<file path="config.mk">
export PLATFORM = sky130hd
export DESIGN_NAME = ppc_csr_bank
export DESIGN_NICKNAME = d
export VERILOG_FILES = /design/src/include/ppc_pkg.sv /design/src/design/ppc_csr_bank.sv
export SDC_FILE = /design/constraint.sdc
export NUM_CORES = 1
export LEC_CHECK = 0
export ABC_AREA = 1
export BUFFER_PORTS_ARGS = -buffer_cell sky130_fd_sc_hd__buf_2
export CAP_MARGIN = 20
export CORE_MARGIN = 2
export CORE_UTILIZATION = 49
export CTS_CLUSTER_SIZE = 14
export DETAILED_ROUTE_END_ITERATION = 16
export GPL_ROUTABILITY_DRIVEN = 0
export HOLD_SLACK_MARGIN = 0.15
export PLACE_DENSITY = 0.9
export SETUP_SLACK_MARGIN = 0.5
export SLEW_MARGIN = 40
export SYNTH_ARGS = -nofsm -noshare
export SYNTH_HDL_FRONTEND = slang
export SYNTH_SLANG_ARGS = --single-unit
</file>
<file path="constraint.sdc">
create_clock -name sys_clk -period 2.4 [get_ports sys_clk]
set_clock_uncertainty 0.05 [all_clocks]
set_input_delay 0.24 -clock sys_clk [delete_from_list [all_inputs] [get_ports sys_clk]]
set_output_delay 0.24 -clock sys_clk [all_outputs]
set_load 0.02 [all_outputs]
</file>
<file path="src/include/ppc_pkg.sv">
// Shared constants for the port B/C/D control/status register bank
package ppc_pkg;

   // Register index on the register port (one 16-bit word each)
   localparam logic [1:0] PPC_IDX_PORT_A = 2'h0;
   localparam logic [1:0] PPC_IDX_PORT_B = 2'h1;
   localparam logic [1:0] PPC_IDX_PORT_C = 2'h2;
   localparam logic [1:0] PPC_IDX_PORT_D = 2'h3;

   // Position of the group select and latched address bit two within the index
   localparam int PPC_IDX_GROUP_BIT = 1;
   localparam int PPC_IDX_ADDR2_BIT = 0;

   // Field layout of a port control/status word
   localparam int PPC_LOW_MSB    = 7;
   localparam int PPC_LOW_LSB    = 0;
   localparam int PPC_DIR_BIT    = 8;
   localparam int PPC_RDY_BIT    = 15;
   localparam int PPC_UNUSED_W   = 6;
   localparam logic [PPC_UNUSED_W-1:0] PPC_UNUSED_VAL = 6'h00;

   // Byte lanes
   localparam int PPC_BE_LOW  = 0;
   localparam int PPC_BE_HIGH = 1;

   // Number of ports with direction logic (B, C, D)
   localparam int PPC_NPORT = 3;

   // Reset values
   localparam logic       PPC_DIR_RST  = 1'b0;
   localparam logic [7:0] PPC_BYTE_RST = 8'h00;
   localparam logic [15:0] PPC_WORD_RST = 16'h0000;

endpackage

</file>
<file path="src/design/ppc_csr_bank.sv">
// Contract
// Port B low byte is group 1 data path.
// Data path reaches request, service, clear, mask, vectors.
// Port B low byte survives bus initialize.
// Port C low byte: group 2 status/command.
// Port D low byte is group 2 data path.
// Ports B, C, D own direction and ready bits.
// Direction zero asserts ready out, input role.
// Drive only when direction and user ready.
// Either negated keeps data drivers high-impedance.
// Bus initialize clears every direction bit.
// Bit 15 reads live user-ready level.
// User device raises ready to request output.
// Bus initialize leaves user-ready status alone.
// Port A low byte: group 1 status/command.
// Address bit two picks control or data port.
// Bits 14 to 9 read zero, ignore writes.
//
// Overview
// Register indices 0..3 reach ports A..D. Index bit one picks the
// controller group, and index bit zero stands for latched address bit two.
// That bit picks the control port (A, C) or the data port (B, D).
// Only the low byte of A is handled here. Its high bits belong to
// another bank, so a high-lane write to index 0 is dropped.
//
// Word layout of ports B..D
//   15     user-ready status, read only, live level
//   14:9   unused, read zero, writes dropped
//   8      direction: 0 input role, 1 output role once user ready
//   7:0    controller byte (control port on C, data port on B and D)
//
// Timing, counted from the edge that takes a request
//   Write: the controller strobe and the direction bit move one edge later.
//   Ready out and drive enable move at that same edge, fed from next values.
//   Read: the controller strobe comes one edge later, and the answer word
//   two edges later. The answer is valid for exactly one cycle.
//
// Hazards
//   A read and a low-lane write in one cycle: only the read reaches the
//   controller, since one strobe pair cannot carry both.
//   Bus initialize and a direction write in one cycle: initialize wins,
//   and the port ends up in the input role.
//   The user-ready pins are asynchronous. They pass three flops and count
//   only when the last two agree, so the status bit and the drive enable
//   lag a pin change by about four edges. A user device must allow for
//   that before it expects data on its lines.
//   The controller read byte must settle within the strobe cycle. A slow
//   controller would need a wait state, and this bank does not provide one.
//
// Trade-offs
//   Drive enable is built from next values, so it needs no extra cycle
//   against ready out. The cost is a wider cone in front of each flop.
`timescale 1ns/1ps
`default_nettype none

module ppc_csr_bank
   import ppc_pkg::*;
(
   input  wire  logic                 sys_clk,          // 50 MHz bus clock
   input  wire  logic                 srst,             // Synchronous reset, active high
   input  wire  logic                 busInitialize,    // Bus initialize pulse, same clock
   input  wire  logic                 regWrite,         // Register write strobe
   input  wire  logic                 regRead,          // Register read strobe
   input  wire  logic [1:0]           regIndex,         // A, B, C or D
   input  wire  logic [1:0]           regByteEn,        // Byte enables, bit 0 low byte
   input  wire  logic [15:0]          regWrData,        // Write word
   output logic       [15:0]          regRdData,        // Read word, registered
   output logic                       regRdValid,       // One-cycle read answer
   output logic                       ctlWrite,         // Controller write strobe
   output logic                       ctlRead,          // Controller read strobe
   output logic                       ctlGroup,         // 0 group 1, 1 group 2
   output logic                       ctlDataPort,      // Latched address bit two
   output logic       [7:0]           ctlWrData,        // Byte to controller
   input  wire  logic [7:0]           ctlRdData,        // Byte from controller, same clock
   input  wire  logic [PPC_NPORT-1:0] userReady,        // User ready pins, B..D
   output logic       [PPC_NPORT-1:0] interfaceReadyOut, // Ready toward user, B..D
   output logic       [PPC_NPORT-1:0] portDriveEnable   // Data driver enable, B..D
);

   // Decoded request fields
   wire logic          lowByteWr;      // Low byte written this cycle
   wire logic          highByteWr;     // High byte written this cycle
   wire logic          isDirPort;      // Request targets B, C or D
   wire logic [1:0]    dirSlot;        // 0..2 slot of B..D
   wire logic          ctlTouch;       // Request reaches a controller

   assign lowByteWr  = regWrite & regByteEn[PPC_BE_LOW];
   assign highByteWr = regWrite & regByteEn[PPC_BE_HIGH];
   assign isDirPort  = (regIndex != PPC_IDX_PORT_A);
   // Meaningful only for B..D; port A wraps to an unused slot
   assign dirSlot    = regIndex - PPC_IDX_PORT_B;
   // A read always reaches the controller; a write only with the low lane
   assign ctlTouch   = regRead | lowByteWr;

   // Per port state
   logic [PPC_NPORT-1:0] dir_reg;      // Direction bits
   logic [PPC_NPORT-1:0] dir_next;
   logic [PPC_NPORT-1:0] syncA_reg;    // First synchroniser stage
   logic [PPC_NPORT-1:0] syncB_reg;    // Second stage
   logic [PPC_NPORT-1:0] syncC_reg;    // Third stage
   logic [PPC_NPORT-1:0] rdyLive_reg;  // Filtered user-ready level
   logic [PPC_NPORT-1:0] rdyLive_next;

   genvar g;
   generate
      for (g = 0; g < PPC_NPORT; g++) begin : gPort
         // Direction bit; initialize beats a write in the same cycle
         assign dir_next[g] = busInitialize ? PPC_DIR_RST :
                              (highByteWr && isDirPort && dirSlot == 2'(g)) ?
                              regWrData[PPC_DIR_BIT] : dir_reg[g];
         // Level counts once the two last stages agree; initialize plays no part
         assign rdyLive_next[g] = (syncB_reg[g] == syncC_reg[g]) ?
                                  syncC_reg[g] : rdyLive_reg[g];

         // Direction, synchroniser and port outputs
         // Only the second stage reads the first, so a metastable first
         // stage never reaches the filter or the outputs
         always_ff @(posedge sys_clk) begin
            if (srst) begin
               dir_reg[g]           <= PPC_DIR_RST;
               syncA_reg[g]         <= 1'b0;
               syncB_reg[g]         <= 1'b0;
               syncC_reg[g]         <= 1'b0;
               rdyLive_reg[g]       <= 1'b0;
               interfaceReadyOut[g] <= ~PPC_DIR_RST;
               portDriveEnable[g]   <= 1'b0;
            end else begin
               dir_reg[g]           <= dir_next[g];
               syncA_reg[g]         <= userReady[g];
               syncB_reg[g]         <= syncA_reg[g];
               syncC_reg[g]         <= syncB_reg[g];
               rdyLive_reg[g]       <= rdyLive_next[g];
               interfaceReadyOut[g] <= ~dir_next[g];
               // Outputs stay high-impedance unless both are true
               portDriveEnable[g]   <= dir_next[g] & rdyLive_next[g];
            end
         end
      end
   endgenerate

   // Controller access stage: strobes leave a flop one cycle after the request
   // Group, port select and byte hold between accesses, so the controller
   // sees steady inputs; only the strobes are single-cycle pulses
   logic          rdPend_reg;          // Read waiting for controller byte
   logic [1:0]    rdIdx_reg;           // Index of that read

   always_ff @(posedge sys_clk) begin
      if (srst) begin
         ctlWrite    <= 1'b0;
         ctlRead     <= 1'b0;
         ctlGroup    <= 1'b0;
         ctlDataPort <= 1'b0;
         ctlWrData   <= PPC_BYTE_RST;
         rdPend_reg  <= 1'b0;
         rdIdx_reg   <= PPC_IDX_PORT_A;
      end else begin
         // Initialize never reaches the controllers, so their bytes persist
         ctlWrite    <= lowByteWr & ~regRead;
         ctlRead     <= regRead;
         rdPend_reg  <= regRead;
         if (ctlTouch) begin
            ctlGroup    <= regIndex[PPC_IDX_GROUP_BIT];
            ctlDataPort <= regIndex[PPC_IDX_ADDR2_BIT];
            ctlWrData   <= regWrData[PPC_LOW_MSB:PPC_LOW_LSB];
            rdIdx_reg   <= regIndex;
         end
      end
   end

   // Read word assembly from the controller byte and port state
   // The status bit is the filtered level, not the raw pin, so a read can
   // never return a value caught in the middle of a pin change
   wire logic [1:0]  rdSlot;           // Slot of the pending read
   wire logic        rdIsDir;          // Pending read has direction bits
   wire logic [15:0] rdWord;           // Word to return

   assign rdSlot  = rdIdx_reg - PPC_IDX_PORT_B;
   assign rdIsDir = (rdIdx_reg != PPC_IDX_PORT_A);
   // Unused bits always zero; port A high byte is outside this bank
   assign rdWord  = rdIsDir ?
                    {rdyLive_reg[rdSlot], PPC_UNUSED_VAL, dir_reg[rdSlot], ctlRdData} :
                    {8'h00, ctlRdData};

   // Read answer register
   always_ff @(posedge sys_clk) begin
      if (srst) begin
         regRdData  <= PPC_WORD_RST;
         regRdValid <= 1'b0;
      end else begin
         regRdValid <= rdPend_reg;
         if (rdPend_reg) begin
            regRdData <= rdWord;
         end
      end
   end
endmodule

`default_nettype wire

</file>
==> impl_metrics.tcl, run 1 <==
set metrics [dict create \
    cap_violations 0 \
    design.die.area_um2 3730 \
    clk-insertion-delay-late_ns 0.35 \
    outcome "finished clean" \
    cts_post_setup_buffers_inserted 0 \
    dr_iter_0_viols 53 \
    syn-mean-instance-area_um2 8.06 \
    crit_path_start_kind "input pin" \
    ys_seq_elements 44 \
    worst_ir_drop_vdd_mv 0.431 \
    area_delta_synth_final_pct 35.1 \
    final_core_util 0.700 \
    numPortBuffers 57 \
    post_cts_resized 0 \
    min-delay-path-class "in -> reg" \
    netlist-cell-type-count 22 \
    grt_start_max_net_pins 23 \
    die_span_in_y_um 61.1 \
    top_regs "regRdData (10), ctlWrData (8)" \
    synth-simple-area-share 0.203 \
    grt_setup_unrepaired "false" \
    synth_compound_area_frac 0.104 \
    stdcell_area_um2 2150 \
    yosysSeqAreaShare 0.552 \
    hold_buffers 23 \
    clock_sinks 44 \
    clockBufferDepth 2 \
    synth_adder_area_share 0.00784 \
    ant_diodes 0 \
    dr_total_vias 1511 \
    period_needed_ns 1.46 \
    number_of_buffer_and_inverter_stages_on_the_critical_path 4 \
    detailedRoute.firstPassIterationCount 6 \
    timing.final.max_slew_violations 0 \
    fillCellCount 235 \
    synth.area.mux_share 0 \
    cts.htree.levels 2 \
    routedWlPerCell_um 11.7 \
    drive_gt1_frac 0.251 \
    pre_cts_ws_ns 1.06 \
    global_route_wire_length_before_repair_um 5930 \
    mappedNetlistArea_um2 1600 \
    ant_nets 0 \
    critical_path.max_fanout 13 \
    critPathMaxStageDelay_ns 0.53 \
    leakage_dissipation_nw 1.10 \
    coreArea_um2 3080 \
    path_cells "dlygate4sd3_1 > buf_2 > inv_1 > nand2_1 > inv_1 > nor2_1 > nor2_1" \
    regMostFlops "regRdData" \
    setup-violations-final 0 \
    setup.worst_path.class "in -> reg" \
    totalWireLength_um 3790 \
    hpwl_um 2260 \
    post_synth_xor_area_fraction 0 \
    cts_root_buffer "sky130_fd_sc_hd__clkbuf_4" \
    power_density_nw_per_um2 625 \
    timing_hold_violations_final 0 \
    antenna_found_initial 0 \
    placedInstanceArea_um2 1860 \
    first_global_vias 1416 \
    cts.clk_slew.worst_paths_ns 0.12 \
    post-route-worst-setup-slack_ns 0.940 \
    largest_register_ff_count 10 \
    io_count 71 \
    holdWs_ns 0.174 \
    finalCritPeriodShare 0.608 \
    routed_via_density 4.68 \
    crit_slowest_cell "sky130_fd_sc_hd__dlygate4sd3_1" \
    largest_family_of_logic_cells_by_synthesized_area "simple AND/OR/NAND/NOR gates" \
    clock_tree_from_tritoncts "yes" \
    setup_tns_ns 0 \
    yosys_warning_total 0 \
    rows 20 \
    numCtsBuffers 5 \
    grt_use_total 0.219 \
    die_w_um 61.1 \
    layout.nets 315 \
    post_route_drc 0 \
    setup.worst_path.end_class "register" \
    start_util 0.518 \
    critical-path-top-delay-family "buffers and inverters" \
    maxClockFrequency_mhz 685 \
    cp_data_arrival_time_ns 1.67 \
    worstPathRequired_ns 2.61 \
    postSynthCellCount 198 \
    grt_overflow_total 0 \
]
-- power breakdown --
part           total (mW)  switching [mW]  internal (mW)
Clock               0.370           0.226          0.144
Sequential          0.780          0.0180          0.762
Combinational       0.197           0.117         0.0801
Total                1.35           0.361          0.986
-- through the flow --
step                      std cells  power, mW
final                           323       1.35
after global routing            323       1.40
after CTS                       323       1.35
after detailed placement        292      0.959
after global placement          292      0.953
after floorplan                 203      0.909
-- synthesized netlist by cell type --
library cell / n / area, um2
sky130_fd_sc_hd__a21o_1: 1 / 7.51
sky130_fd_sc_hd__a21oi_1: 4 / 20.0
sky130_fd_sc_hd__buf_2: 2 / 10.0
sky130_fd_sc_hd__buf_4: 8 / 60.1
sky130_fd_sc_hd__buf_6: 2 / 22.5
sky130_fd_sc_hd__conb_1: 1 / 3.75
sky130_fd_sc_hd__dfxtp_1: 44 / 881
sky130_fd_sc_hd__ha_1: 1 / 12.5
sky130_fd_sc_hd__inv_1: 28 / 105
sky130_fd_sc_hd__inv_2: 3 / 11.3
sky130_fd_sc_hd__nand2_1: 16 / 60.1
sky130_fd_sc_hd__nand2_2: 1 / 6.26
sky130_fd_sc_hd__nand3_1: 7 / 35.0
sky130_fd_sc_hd__nand4_1: 3 / 18.8
sky130_fd_sc_hd__nor2_1: 48 / 180
sky130_fd_sc_hd__nor2_2: 2 / 12.5
sky130_fd_sc_hd__nor3_1: 1 / 5.00
sky130_fd_sc_hd__o211ai_1: 3 / 22.5
sky130_fd_sc_hd__o21ai_0: 17 / 85.1
sky130_fd_sc_hd__o21ai_1: 3 / 15.0
sky130_fd_sc_hd__o21bai_1: 2 / 15.0
sky130_fd_sc_hd__or2_1: 1 / 6.26
-- per-layer routing --
metal | share of wire | track usage | vias to the layer above
li1 | - | - | 755
met1 | 0.43 | 0.239 | 698
met2 | 0.51 | 0.406 | 53
met3 | 0.049 | 0.0630 | 5
met4 | 0.012 | 0.0714 | 0
met5 | 0 | 0 | -
-- cells in the final DEF (no fill, tap or decap), types with 2 or more instances in the layout --
cell and instances:
sky130_fd_sc_hd__o21bai_1 2, sky130_fd_sc_hd__nor2_1 48, sky130_fd_sc_hd__nand3_1 7, sky130_fd_sc_hd__a21oi_1 4, sky130_fd_sc_hd__conb_1 6, sky130_fd_sc_hd__buf_2 57, sky130_fd_sc_hd__dfxtp_1 44, sky130_fd_sc_hd__o211ai_1 3
sky130_fd_sc_hd__nand4_1 3, sky130_fd_sc_hd__nand2_1 16, sky130_fd_sc_hd__clkbuf_4 5, sky130_fd_sc_hd__nor2_2 2, sky130_fd_sc_hd__o21ai_0 17, sky130_fd_sc_hd__o21ai_1 3, sky130_fd_sc_hd__inv_1 28, sky130_fd_sc_hd__inv_2 3
sky130_fd_sc_hd__dlygate4sd3_1 23
-- worst paths after layout --
kind,from,endpoint,slack (ns),cells past startpoint
worst min register to register,syncA_reg[1]$_SDFF_PP0_,syncB_reg[1]$_SDFF_PP0_,0.37,2
worst max register to register,rdIdx_reg[0]$_SDFFE_PP0P_,regRdData[8]$_SDFFE_PP0P_,1.01,7
worst max-delay path,regRead,ctlWrData[5]$_SDFFE_PP0P_,0.94,7
worst min-delay path,regIndex[1],ctlGroup$_SDFFE_PP0P_,0.17,3
-- tightest hold or removal path: stages --
cell	delay [ns]
sky130_fd_sc_hd__buf_2	0.12
sky130_fd_sc_hd__inv_1	0.10
sky130_fd_sc_hd__a21oi_1	0.07
-- logic make-up after synthesis --
family	after synthesis
simple gates	79
flops	44
buf+inv	43
compound gates	30
fa+ha+maj	1
other cells	1
-- layout make-up --
cell class              count  area, um2  share of cell area
well taps                  44       55.1              0.0256
flip-flops and latches     44        881               0.409
clock inverters             1       7.51             0.00348
inverters                  31        116              0.0540
clock buffers               7       55.1              0.0256
multi-input cells         116        524               0.243
repair buffers             80        515               0.239
Note: power is estimated with default switching activity, not from simulation.
==> run 2, diff against run 1 <==
Settings changed: CORE_UTILIZATION 49 to 41, PLACE_DENSITY 0.9 to 0.81.
Clock period 2.4 ns to 1.27 ns, I/O delays scaled along.
==> impl_metrics.tcl, run 2 (synthesis gave the netlist of run 1 again) <==
set metrics [dict create \
    totalWireLength_um 3690 \
    multi_input_comb_area_um2 604 \
    placedInstanceArea_um2 1920 \
    clk-insertion-delay-late_ns 0.28 \
    stdcell_area_um2 2460 \
    area_delta_synth_final_pct 54.1 \
    grtUsageMet1 0.198 \
    hpwl_um 2300 \
    numCtsBuffers 5 \
    coreArea_um2 3690 \
    grt_start_max_net_pins 23 \
    grt_setup_unrepaired "true" \
    min-delay-path-class "in -> reg" \
    mostFrequentLayoutCells "sky130_fd_sc_hd__nor2_1, sky130_fd_sc_hd__dfxtp_2, sky130_fd_sc_hd__buf_6, sky130_fd_sc_hd__buf_2, sky130_fd_sc_hd__inv_1" \
    post-route-worst-setup-slack_ns 0.145 \
    routed_via_density 4.60 \
    outcome "complete, but fails checks" \
    drive_gt1_frac 0.532 \
    setup.worst_path.end_class "register" \
    timing_hold_violations_final 1 \
    setup-violations-final 0 \
    start_util 0.432 \
    dr_iter_0_viols 44 \
    critical_path.max_fanout 3 \
    routedWlPerCell_um 11.3 \
    rows 22 \
    grt_use_total 0.173 \
    ant_nets 0 \
    clock_tree_from_tritoncts "yes" \
    dr_total_vias 1500 \
    setup.worst_path.class "reg -> reg" \
    design.die.area_um2 4410 \
    die_w_um 66.4 \
    worst_ir_drop_vdd_mv 0.879 \
    setup_tns_ns 0 \
    timing.final.max_slew_violations 0 \
    clockBufferDepth 2 \
    global_route_wire_length_before_repair_um 5590 \
    power_density_nw_per_um2 1120 \
    grt_use_met3 0.0596 \
    antenna_found_initial 0 \
    cts.htree.levels 2 \
    cp_data_arrival_time_ns 1.30 \
    maxClockFrequency_mhz 889 \
    top_regs "regRdData (10), ctlWrData (8)" \
    io_count 71 \
    layout.nets 314 \
    holdWs_ns -0.0308 \
    grt_overflow_total 0 \
    numPortBuffers 57 \
    clock_sinks 44 \
    crit_path_start_kind "register" \
    violations "hold timing" \
    grtUsageMet2 0.290 \
    layout.area.seq_um2 935 \
    final_common_cell "sky130_fd_sc_hd__nor2_1" \
    cts_root_buffer "sky130_fd_sc_hd__clkbuf_8" \
    post_route_drc 0 \
    worstPathRequired_ns 1.44 \
    die_span_in_y_um 66.4 \
    finalCritPeriodShare 0.886 \
    cap_violations 0 \
    first_global_vias 1329 \
    leakage_dissipation_nw 1.18 \
    period_needed_ns 1.13 \
    largest_register_ff_count 10 \
    fillCellCount 296 \
    detailedRoute.firstPassIterationCount 4 \
    ant_diodes 0 \
    pre_cts_ws_ns 0.145 \
    cts.clk_slew.worst_paths_ns 0.07 \
    regMostFlops "regRdData" \
    grt-busiest-layer "met2" \
]
-- run 2: metrics by stage --
stage | util | std cells | total power, mW
after global routing | 0.667 | 326 | 2.92
after global placement | 0.519 | 299 | 1.82
final | 0.667 | 326 | 2.77
after detailed placement | 0.519 | 299 | 1.83
after CTS | 0.637 | 316 | 2.75
after floorplan | - | 203 | 1.73
-- run 2: cell type report --
type / instances / share of cell area
clock buffers: 7 / 0.0310
flip-flops and latches: 44 / 0.380
repair buffers: 79 / 0.268
well taps: 48 / 0.0244
inverters: 31 / 0.0494
multi-input cells: 116 / 0.246
clock inverters: 1 / 0.00153
-- run 2: per-layer routing --
layer  wire (um)  up-vias  part of all wire
met2        1890       51              0.51
met5           0        -                 0
met3         202        2             0.055
li1            -      757                 -
met1        1570      690              0.42
met4          34        0            0.0092
-- run 2: power by group --
part	switching, mW	internal, mW
Combinational	0.245	0.231
Sequential	0.0427	1.45
Clock	0.417	0.383
Total	0.704	2.06
-- run 2: worst paths after layout --
check	startpoint	endpoint	slack (ns)	cells past startpoint
setup reg to reg	ctlGroup$_SDFFE_PP0P_	regRdData[8]$_SDFFE_PP0P_	0.14	7
hold / removal	regRead	ctlWrite$_SDFF_PP0_	-0.03	2
hold reg to reg	syncA_reg[0]$_SDFF_PP0_	syncB_reg[0]$_SDFF_PP0_	0.35	2
setup / recovery	ctlGroup$_SDFFE_PP0P_	regRdData[8]$_SDFFE_PP0P_	0.14	7
-- run 2: repair_timing --
action	CTS	global route
hold buffers	5	1
setup buffers	4	9
resized for setup	118	12
endpoints found under the setup margin	52	60
hold endpoints to repair	29	23
pin swaps	22	11
-- run 2: worst max-delay path, cell delays in order, from the launching register on --
cell	delay [ns]
sky130_fd_sc_hd__dfxtp_4	0.36
sky130_fd_sc_hd__inv_2	0.04
sky130_fd_sc_hd__ha_4	0.24
sky130_fd_sc_hd__inv_2	0.06
sky130_fd_sc_hd__nand3_2	0.06
sky130_fd_sc_hd__nand2_1	0.06
sky130_fd_sc_hd__nand2_1	0.06
sky130_fd_sc_hd__a21oi_2	0.13
